$ cat config.mk
export PLATFORM = sky130hd
export DESIGN_NAME = adc_parallel_host_port
export DESIGN_NICKNAME = d
export VERILOG_FILES = /design/src/include/adc_port_pkg.sv /design/src/pin_sync.sv /design/src/adc_parallel_host_port.sv
export SDC_FILE = /design/constraint.sdc
export NUM_CORES = 1
export LEC_CHECK = 0
export ABC_AREA = 0
export BUFFER_PORTS_ARGS = -buffer_cell sky130_fd_sc_hd__buf_2
export CORE_MARGIN = 10
export CORE_UTILIZATION = 57
export CTS_BUF_LIST = sky130_fd_sc_hd__clkbuf_4 sky130_fd_sc_hd__clkbuf_8
export DETAILED_ROUTE_END_ITERATION = 7
export PLACE_DENSITY_LB_ADDON = 0.05
export REMOVE_ABC_BUFFERS = 1
export SLEW_MARGIN = 10
export SYNTH_ARGS = -nofsm -noshare
export SYNTH_HDL_FRONTEND = slang
export SYNTH_SLANG_ARGS = --single-unit
export TNS_END_PERCENT = 30
$ cat constraint.sdc
create_clock -name sys_clk -period 5.4 [get_ports sys_clk]
set_input_delay 0.27 -clock sys_clk [delete_from_list [all_inputs] [get_ports sys_clk]]
set_output_delay 0.27 -clock sys_clk [all_outputs]
set_load 0.005 [all_outputs]
$ cat src/include/adc_port_pkg.sv
// Purpose: Shared constants for the parallel converter host port
// Assumes: 100 MHz sys_clk
// Notes: Control register bits follow the data-line map below
package adc_port_pkg;
	// =====================================================
	// Clock and timing
	localparam int CLK_PERIOD_NS = 10;
	localparam int EOC_TIME_NS = 80;
	localparam int EOC_CYCLES = (EOC_TIME_NS / CLK_PERIOD_NS) < 1 ? 1
		: (EOC_TIME_NS / CLK_PERIOD_NS);
	localparam int CNT_W = 16;
	localparam int SETTLE_CYCLES_DEF = 200;
	localparam int CONV_CYCLES_DEF = 160;
	localparam int SYNC_STAGES = 2;

	// =====================================================
	// Data lines
	localparam int DATA_W = 12;
	localparam int DATA_MSB = 11;
	localparam int DL_CH_BIT2 = 6;
	localparam int DL_CH_BIT1 = 7;
	localparam int DL_CH_BIT0 = 8;
	localparam int DL_SOFT_CONV = 9;
	localparam int DL_SOFT_STBY = 10;
	localparam int DL_FORMAT = 11;

	// =====================================================
	// channel_and_conversion_control layout
	localparam int CTRL_W = 6;
	localparam int CTRL_FORMAT = 0;
	localparam int CTRL_SOFT_STBY = 1;
	localparam int CTRL_SOFT_CONV = 2;
	localparam int CTRL_CH_BIT0 = 3;
	localparam int CTRL_CH_BIT1 = 4;
	localparam int CTRL_CH_BIT2 = 5;
	localparam logic [5:0] CTRL_RESET = 6'h00;
	localparam logic [3:0] CHANNEL_BASE = 4'h1;

	typedef enum logic [1:0] {
		CONV_IDLE = 2'b00,
		CONV_BUSY = 2'b01,
		CONV_DONE = 2'b10
	} conv_state_type;
endpackage

$ cat src/pin_sync.sv
// Purpose: Two-stage synchroniser for asynchronous pins
// Assumes: Every bit is an independent level
// Notes: Only the second stage is visible outside
`timescale 1ns/100ps
module pin_sync #(
	parameter int WIDTH = 1,
	parameter logic [WIDTH-1:0] INIT = '0
) (
	input wire logic sys_clk,
	input wire logic srst,
	input wire logic [WIDTH-1:0] pinIn,
	output logic [WIDTH-1:0] pinSync
);
	logic [WIDTH-1:0] stage1_r;
	logic [WIDTH-1:0] stage2_r;

	always_ff @(posedge sys_clk) begin
		if (srst) begin
			stage1_r <= INIT;
			stage2_r <= INIT;
		end else begin
			stage1_r <= pinIn;
			stage2_r <= stage1_r;
		end
	end

	assign pinSync = stage2_r;
endmodule // pin_sync

$ cat src/adc_parallel_host_port.sv
// Purpose: Parallel host port of an eight-channel converter
// Assumes: Pins are asynchronous; converter core result is on sys_clk
// Notes: Bus strobes act only while interfaceSel is high; the trigger starts conversions in both modes
//
// Overview of operation
// - Drive data only with select and read low
// - Select plus write captures control bits
// - Write rising edge starts settling pulse
// - Conversion bit set: convert when settling ends
// - Conversion bit clear: writes leave converter alone
// - Parallel mode: lines carry result and control
// - Result bit 0 LSB, 11 MSB, three-state
// - Format bit picks twos complement or binary
// - Write latches six control bits
// - End of conversion: low pulse, 80 ns
// - Trigger rising edge starts a conversion
// - Control bits clear at power-on
// - Channel number is select value plus one
`timescale 1ns/100ps
module adc_parallel_host_port #(
	parameter int SETTLE_CYCLES = adc_port_pkg::SETTLE_CYCLES_DEF,
	parameter int CONV_CYCLES = adc_port_pkg::CONV_CYCLES_DEF
) (
	input wire logic sys_clk,
	input wire logic srst,
	input wire logic interfaceSel,
	input wire logic chipSelN,
	input wire logic readN,
	input wire logic writeN,
	input wire logic convertTrigger,
	input wire logic [11:0] sharedDataIn,
	output logic [11:0] sharedDataOut,
	output logic sharedDataOe,
	input wire logic [11:0] sampleCode,
	output logic trackHold,
	output logic endConvN,
	output logic softStandby,
	output logic [3:0] channelNum
);
	// =====================================================
	// Pin synchronisation
	logic [4:0] ctlSync;
	logic [11:0] dataSync;
	logic modeQ;
	logic csQ;
	logic rdQ;
	logic wrQ;
	logic trigQ;

	pin_sync #(.WIDTH(5), .INIT(5'h0e)) ctlSyncInst (
		.sys_clk(sys_clk),
		.srst(srst),
		.pinIn({interfaceSel, chipSelN, readN, writeN, convertTrigger}),
		.pinSync(ctlSync)
	);

	pin_sync #(.WIDTH(12), .INIT(12'h000)) dataSyncInst (
		.sys_clk(sys_clk),
		.srst(srst),
		.pinIn(sharedDataIn),
		.pinSync(dataSync)
	);

	assign modeQ = ctlSync[4];
	assign csQ = ctlSync[3];
	assign rdQ = ctlSync[2];
	assign wrQ = ctlSync[1];
	assign trigQ = ctlSync[0];

	// =====================================================
	// Edge detection
	logic wrPrev_r;
	logic trigPrev_r;
	logic wrRise;
	logic trigRise;
	logic wrActive;

	always_ff @(posedge sys_clk) begin
		if (srst) begin
			wrPrev_r <= 1'b1;
			trigPrev_r <= 1'b0;
		end else begin
			wrPrev_r <= wrQ;
			trigPrev_r <= trigQ;
		end
	end

	assign wrRise = modeQ && wrQ && !wrPrev_r;
	assign trigRise = trigQ && !trigPrev_r;
	assign wrActive = modeQ && !csQ && !wrQ;

	// =====================================================
	// Control register
	logic [5:0] ctrl_r;

	always_ff @(posedge sys_clk) begin
		if (srst) begin
			ctrl_r <= adc_port_pkg::CTRL_RESET;
		end else if (wrActive) begin
			ctrl_r[adc_port_pkg::CTRL_CH_BIT2] <= dataSync[adc_port_pkg::DL_CH_BIT2];
			ctrl_r[adc_port_pkg::CTRL_CH_BIT1] <= dataSync[adc_port_pkg::DL_CH_BIT1];
			ctrl_r[adc_port_pkg::CTRL_CH_BIT0] <= dataSync[adc_port_pkg::DL_CH_BIT0];
			ctrl_r[adc_port_pkg::CTRL_SOFT_CONV] <= dataSync[adc_port_pkg::DL_SOFT_CONV];
			ctrl_r[adc_port_pkg::CTRL_SOFT_STBY] <= dataSync[adc_port_pkg::DL_SOFT_STBY];
			ctrl_r[adc_port_pkg::CTRL_FORMAT] <= dataSync[adc_port_pkg::DL_FORMAT];
		end
	end

	assign softStandby = ctrl_r[adc_port_pkg::CTRL_SOFT_STBY];
	assign channelNum = {1'b0, ctrl_r[adc_port_pkg::CTRL_CH_BIT2],
		ctrl_r[adc_port_pkg::CTRL_CH_BIT1], ctrl_r[adc_port_pkg::CTRL_CH_BIT0]}
		+ adc_port_pkg::CHANNEL_BASE;

	// =====================================================
	// Settling pulse
	logic [15:0] settleCnt_r;
	logic settleExpire;

	always_ff @(posedge sys_clk) begin
		if (srst) begin
			settleCnt_r <= '0;
		end else if (wrRise) begin
			settleCnt_r <= 16'(SETTLE_CYCLES);
		end else if (settleCnt_r != '0) begin
			settleCnt_r <= settleCnt_r - 16'h0001;
		end
	end

	assign settleExpire = (settleCnt_r == 16'h0001) && !wrRise;

	// =====================================================
	// Conversion sequence
	adc_port_pkg::conv_state_type state_r;
	logic [15:0] convCnt_r;
	logic startConv;

	// Conversion bit gates the settle end
	assign startConv = trigRise
		|| (settleExpire && ctrl_r[adc_port_pkg::CTRL_SOFT_CONV]);

	always_ff @(posedge sys_clk) begin
		if (srst) begin
			state_r <= adc_port_pkg::CONV_IDLE;
			convCnt_r <= '0;
		end else begin
			case (state_r)
				adc_port_pkg::CONV_IDLE: begin
					if (startConv) begin
						state_r <= adc_port_pkg::CONV_BUSY;
						convCnt_r <= 16'(CONV_CYCLES - 1);
					end
				end
				adc_port_pkg::CONV_BUSY: begin
					if (convCnt_r == '0) begin
						state_r <= adc_port_pkg::CONV_DONE;
						convCnt_r <= 16'(adc_port_pkg::EOC_CYCLES - 1);
					end else begin
						convCnt_r <= convCnt_r - 16'h0001;
					end
				end
				adc_port_pkg::CONV_DONE: begin
					if (convCnt_r == '0) begin
						state_r <= adc_port_pkg::CONV_IDLE;
					end else begin
						convCnt_r <= convCnt_r - 16'h0001;
					end
				end
				default: begin
					state_r <= adc_port_pkg::CONV_IDLE;
				end
			endcase
		end
	end

	assign trackHold = (state_r == adc_port_pkg::CONV_BUSY);
	assign endConvN = (state_r != adc_port_pkg::CONV_DONE);

	// =====================================================
	// Result and read path
	logic [11:0] result_r;
	logic [11:0] readData_r;

	function automatic logic [11:0] code_format(input logic [11:0] code, input logic twos);
		code_format = twos ? {~code[adc_port_pkg::DATA_MSB], code[10:0]} : code;
	endfunction

	always_ff @(posedge sys_clk) begin
		if (srst) begin
			result_r <= '0;
		end else if (state_r == adc_port_pkg::CONV_BUSY && convCnt_r == '0) begin
			result_r <= sampleCode;
		end
	end

	always_ff @(posedge sys_clk) begin
		if (srst) begin
			readData_r <= '0;
		end else begin
			readData_r <= code_format(result_r, ctrl_r[adc_port_pkg::CTRL_FORMAT]);
		end
	end

	assign sharedDataOut = readData_r;
	assign sharedDataOe = modeQ && !csQ && !rdQ;
endmodule // adc_parallel_host_port

==> out/qor.yml, run 1 <==
status: "completed"
post-cts-setup-buffer-count: 0
drt_first_pass_iters: 4
cts.path.max_buffers: 2
end_kind: "register"
track_usage_pct: 15.6
crit_required_ns: 5.67
final_common_cell: "dfxtp_1"
final.setup.tns_ns: 0
num_io_pins: 51
nets: 487
stdcell_count: 529
arrival_ns: 3.34
dieArea_mm2: 0.0103
fin_worst_skew_ns: 0.0143
postCtsHoldBufs: 0
netSwitchingFraction_pct: 41.9
grt.overflow.total: 0
ys_types: 53
synth_edf_count: 0
gp_congestion: 0.809
dr_total_vias: 3004
critPathBufInv: 0
stdcell_area_mm2: 0.00419
p_leak_nw: 1.62
cp_cell_sequence: "or4_1, or3_1, o311ai_2, nand2_4, o32ai_1"
initialDrtViolationCount: 175
critPathLaunchType: "register"
clk_pin_slew_ns: 0.10
ff_latch_area_mm2: 0.00176
maxCapViolations: 0
switching_power_w: 0.000998
root_buffer: "clkbuf_8"
vias_per_cell: 5.68
route.antenna.remaining_nets: 0
portBuffers: 44
power.share.clock_pct: 20.0
hold_slack_ns: 0.0880
cts_resized: 0
cts_made_buffers: 9
crit_family: "simple AND/OR/NAND/NOR gates"
fillers: 559
layout-drive-gt1-share_pct: 18.4
hold_class: "in -> reg"
rsz0062_at_grt: "no"
min_period_ns: 3.06
fmaxAchievable_mhz: 327
period_share_pct: 56.7
worst_slack_ns: 2.34
grt_pass1_wl_um: 13200
start_util_pct: 59.1
ir_drop_mv: 0.480
powerDensity_mw_per_mm2: 569
pwr-share-comb_pct: 43.7
antenna_found_initial: 0
intPower_w: 0.00138
place_ws_ns: 2.40
syn_area_mm2: 0.00378
timing_hold_violations_final: 0
area_delta_synth_final_pct: 10.9
place.detailed.hpwl_um: 5290
slew_headroom_pct: 36.8
antennaDiodeCount: 0
grt_max_degree: 75
placeableCoreArea_mm2: 0.00639
seq_area_frac_synth_pct: 46.7
drcViolationCount: 0
dp_cells: 513
core.rowCount: 29
final_cell_mix: "88 x dfxtp_1, 44 x buf_2, 43 x nand2_1"
yosys_warnings: 0
worst_path_max_delay_cell: "o311ai_2"
final-max-slew-violation-count: 0
die_x_um: 101
drt_wl_total_um: 7960
ys_ff_latch: 88
dpl_cell_area_mm2: 0.00398
crit_fanout: 11
tritoncts: "done"
grt_pass1_vias: 2882
clk_latency_ns: 0.37
power_frac_seq_pct: 36.3
clock-sinks: 88
syn-instance-count: 417
synth_ff_type: "dfxtp_1"
report.final.setup_viol: 0
cp_slowest_stage_delay_ns: 0.86
tightest_slew_ns: 0.946
htree_levels: 3
multi_input_area_mm2: 0.00184
die_height_um: 101
async_flop_share_pct: 0
critPathKind: "reg -> reg"
post_drt_wl_per_cell_um: 15.0
syn_avg_cell_area_um2: 9.06
-- per-stage QoR --
stage | utilization [%] | total power (W)
after CTS | 65.6 | 0.00238
after global routing | 65.6 | 0.00256
after global placement | 62.3 | 0.00188
after floorplan | - | 0.00167
final | 65.6 | 0.00238
after detailed placement | 62.3 | 0.00190
-- worst paths after layout --
kind                           startpoint                       to  slack (ns)  cells after the start
hold / removal                   chipSelN  ctlSyncInst.stage1_r[3]        0.09                      2
setup / recovery           settleCnt_r[8]             convCnt_r[9]        2.34                      5
setup reg to reg           settleCnt_r[8]             convCnt_r[9]        2.34                      5
hold reg to reg   ctlSyncInst.stage1_r[2]   ctlSyncInst.pinSync[2]        0.41                      1
-- power groups by stage --
| stage | clock network, W | logic [W] | registers (W) |
|---|---|---|---|
| 4_1_cts | 0.000486 | 0.00104 | 0.000863 |
| 6_report | 0.000476 | 0.00104 | 0.000865 |
| 3_3_place_gp | 0 | 0.00101 | 0.000872 |
| 5_1_grt | 0.000511 | 0.00117 | 0.000883 |
| 3_5_place_dp | 0 | 0.00102 | 0.000878 |
| 2_1_floorplan | 0 | 0.000815 | 0.000855 |
-- metal layers --
| layer | track usage, % | part of all wire, % |
|---|---|---|
| met5 | 0 | 0 |
| met4 | 5.89 | 1.3 |
| met3 | 4.42 | 5.1 |
| met2 | 25.5 | 48 |
| met1 | 19.0 | 45 |
-- kinds of logic (layout without fill, tap and decap cells) --
kind of cell	after synthesis	in the layout	synth area share, %
fa+ha+maj	9	9	2.98
flops	88	88	46.7
compound gates	91	91	17.7
simple gates	173	173	24.2
xor+xnor	10	10	2.32
mux	6	6	1.59
buf+inv	40	75	4.57
-- synthesized netlist by cell type (7+ instances only) --
library cell	number	area [µm²]
clkbuf_1	20	75.1
nor2b_1	28	175
dfxtp_1	88	1760
o21ai_0	9	45.0
o32ai_1	7	61.3
nand2_1	43	161
a21oi_1	29	145
nor2_1	33	124
or3_1	11	68.8
inv_1	14	52.6
or2_2	8	50.1
ha_1	9	113
or4_1	9	67.6
nor3_1	13	65.1
-- state kept, by name, indices dropped and copies added, names as in the netlist --
register / cells
convCnt_r: 16
ctlSyncInst.stage1_r: 5
result_r: 12
settleCnt_r: 16
trigPrev_r: 1
dataSyncInst.stage1_r: 6
ctrl_r: 6
ctlSyncInst.pinSync: 5
state_r: 2
dataSyncInst.pinSync: 6
sharedDataOut: 12
wrPrev_r: 1
-- cell type report --
cell class | instances | share of cell area, %
Clock buffer | 10 | 3.14
Clock inverter | 6 | 1.79
Inverter | 14 | 1.26
Multi-Input combinational cell | 289 | 44.0
Sequential cell | 88 | 42.1
Tap cell | 77 | 2.30
Timing Repair Buffer | 45 | 5.44
Note: power is estimated with default switching activity, not from simulation.
==> run 2: changes to the inputs <==
- ABC_AREA: 0 -> 1
- clock period: 5.4 -> 2.83 ns (I/O delays scaled with it)
==> out/qor.yml, run 2 <==
crit_required_ns: 3.08
hold_path.startpoint: "sampleCode[4]"
final_common_cell: "nor2_1"
synth_edf_count: 0
cts.path.max_buffers: 2
final_cell_mix: "102 x nor2_1, 88 x dfxtp_1, 85 x nand2_1"
drcViolationCount: 0
pwr-share-comb_pct: 46.5
netlist.area_leader.share_pct: 45.8
maxCapViolations: 0
yosys_warnings: 0
tritoncts: "done"
timing_hold_violations_final: 0
grt_max_degree: 43
dieArea_mm2: 0.0104
powerDensity_mw_per_mm2: 1100
fillers: 567
async_flop_share_pct: 0
antennaDiodeCount: 0
post-cts-setup-buffer-count: 0
status: "completed"
tightest_slew_ns: 0.548
critPathLaunchType: "register"
min_period_ns: 1.96
synth_most_common_cell: "nor2_1"
clock-sinks: 88
root_buffer: "clkbuf_8"
rsz0062_at_grt: "no"
r2r_start: "convCnt_r[0]"
worstRegToRegCells: 10
antenna_found_initial: 0
ys_types: 32
die_x_um: 102
p_leak_nw: 2.10
placeableCoreArea_mm2: 0.00646
route.antenna.remaining_nets: 0
synthTopCellsByCount: "102 x nor2_1, 88 x dfxtp_1, 85 x nand2_1"
htree_levels: 3
core.rowCount: 29
grt.overflow.total: 0
initialDrtViolationCount: 129
fin_worst_skew_ns: 0.00887
post_drt_wl_per_cell_um: 11.9
vias_per_cell: 4.90
power_frac_seq_pct: 35.2
syn-instance-count: 502
period_share_pct: 69.3
stdcell_area_mm2: 0.00441
ys_ff_latch: 88
synth_area_leader_cell: "dfxtp_1"
layout-drive-gt1-share_pct: 17.3
nets: 595
total_power_w: 0.00486
syn_area_mm2: 0.00385
intPower_w: 0.00276
switching_power_w: 0.00210
place.detailed.hpwl_um: 5310
cts_made_buffers: 9
postCtsHoldBufs: 11
start_util_pct: 59.6
netSwitchingFraction_pct: 43.2
synth_ff_type: "dfxtp_1"
reg_top3: "convCnt_r (16), settleCnt_r (16)"
grt_pass1_wl_um: 13100
portBuffers: 44
fmaxAchievable_mhz: 510
clk_pin_slew_ns: 0.08
final-max-slew-violation-count: 0
clk_latency_ns: 0.35
rr_endpoint: "convCnt_r[2]"
ff2ff_setup_slack_ns: 0.87
synthTopCellsByArea: "dfxtp_1 46%, nor2_1 10%, nand2_1 8.3%"
power.share.clock_pct: 18.4
drt_first_pass_iters: 4
dpl_cell_area_mm2: 0.00410
cts_resized: 0
num_io_pins: 51
drt_wl_total_um: 7610
gp_congestion: 0.838
ir_drop_mv: 0.518
syn_avg_cell_area_um2: 7.66
dr_total_vias: 3120
slew_headroom_pct: 63.4
report.final.setup_viol: 0
seq_area_frac_synth_pct: 45.8
arrival_ns: 2.21
min_to: "result_r[4]"
crit_fanout: 25
area_delta_synth_final_pct: 14.6
min_path_cells: 3
grt_pass1_vias: 2937
hold_class: "in -> reg"
die_height_um: 102
track_usage_pct: 15.3
critPathKind: "reg -> reg"
final.setup.tns_ns: 0
end_kind: "register"
## run 2: cells by family (layout without fill, tap and decap cells)
family                   after synthesis  after routing  synth area share [%]
XOR/XNOR                              20             20                  4.55
adder cells (fa/ha/maj)                9              9                  2.93
buffers and inverters                 82            140                  8.69
AND/OR/NAND/NOR                      239            239                  29.1
AO/OA/AOI/OAI                         64             64                  8.91
flip-flops                            88             88                  45.8
## run 2: worst max path at each step
| stage | startpoint | to | slack [ns] |
|---|---|---|---|
| 2_1_floorplan | convCnt_r[0] | convCnt_r[0] | 1.12 |
| 3_3_place_gp | convCnt_r[0] | convCnt_r[1] | 0.91 |
| 3_5_place_dp | state_r[1] | convCnt_r[7] | 0.87 |
| 4_1_cts | state_r[1] | convCnt_r[7] | 0.84 |
| 5_1_grt | state_r[1] | convCnt_r[4] | 0.58 |
| 6_report | convCnt_r[0] | convCnt_r[2] | 0.87 |
## run 2: cell type report
class                           instances  area (µm²)  share of cell area, %
Clock buffer                           11         139                   3.15
Inverter                               67         251                   5.71
Clock inverter                          5        63.8                   1.45
Timing Repair Buffer                   57         345                   7.83
Sequential cell                        88        1760                   40.0
Tap cell                               77        96.3                   2.19
Multi-Input combinational cell        332        1750                   39.7
## run 2: power by group through the flow
stage	clock network (W)	registers [W]	logic [W]
2_1_floorplan	0	0.00170	0.00183
3_3_place_gp	0	0.00173	0.00218
3_5_place_dp	0	0.00173	0.00224
4_1_cts	0.000905	0.00171	0.00227
5_1_grt	0.000959	0.00174	0.00259
6_report	0.000892	0.00171	0.00226
## run 2: routing by layer
layer  GRT usage [%]  share of wire (%)  wire length (µm)  vias up
li1                -                  -                 -     1650
met1            19.0                 48              3630     1405
met3            4.72                5.8               443       12
met4            5.86                1.6               122        0
met2            24.4                 45              3420       53
met5               0                  0                 0        -
## run 2: per-stage QoR
| step | setup slack (ns) | hold slack [ns] | utilization (%) | cells |
|---|---|---|---|---|
| 2_1_floorplan | 1.12 | 0.211 | - | 487 |
| 3_3_place_gp | 0.907 | 0.323 | 63.4 | 610 |
| 3_5_place_dp | 0.870 | 0.327 | 63.4 | 610 |
| 4_1_cts | 0.844 | 0.0483 | 68.2 | 637 |
| 5_1_grt | 0.581 | 0.0785 | 68.2 | 637 |
| 6_report | 0.868 | 0.0501 | 68.2 | 637 |
## run 2: worst max-delay path, cell delays in order, from the launching register on
cell and delay, ns:
dfxtp_1 0.41, inv_1 0.08, ha_1 0.25, nand2_4 0.13, nor2_4 0.06, nand3_2 0.07, nand2_2 0.08, nor2_8 0.35
nand2_1 0.24, nor2_1 0.14, nor2_1 0.05
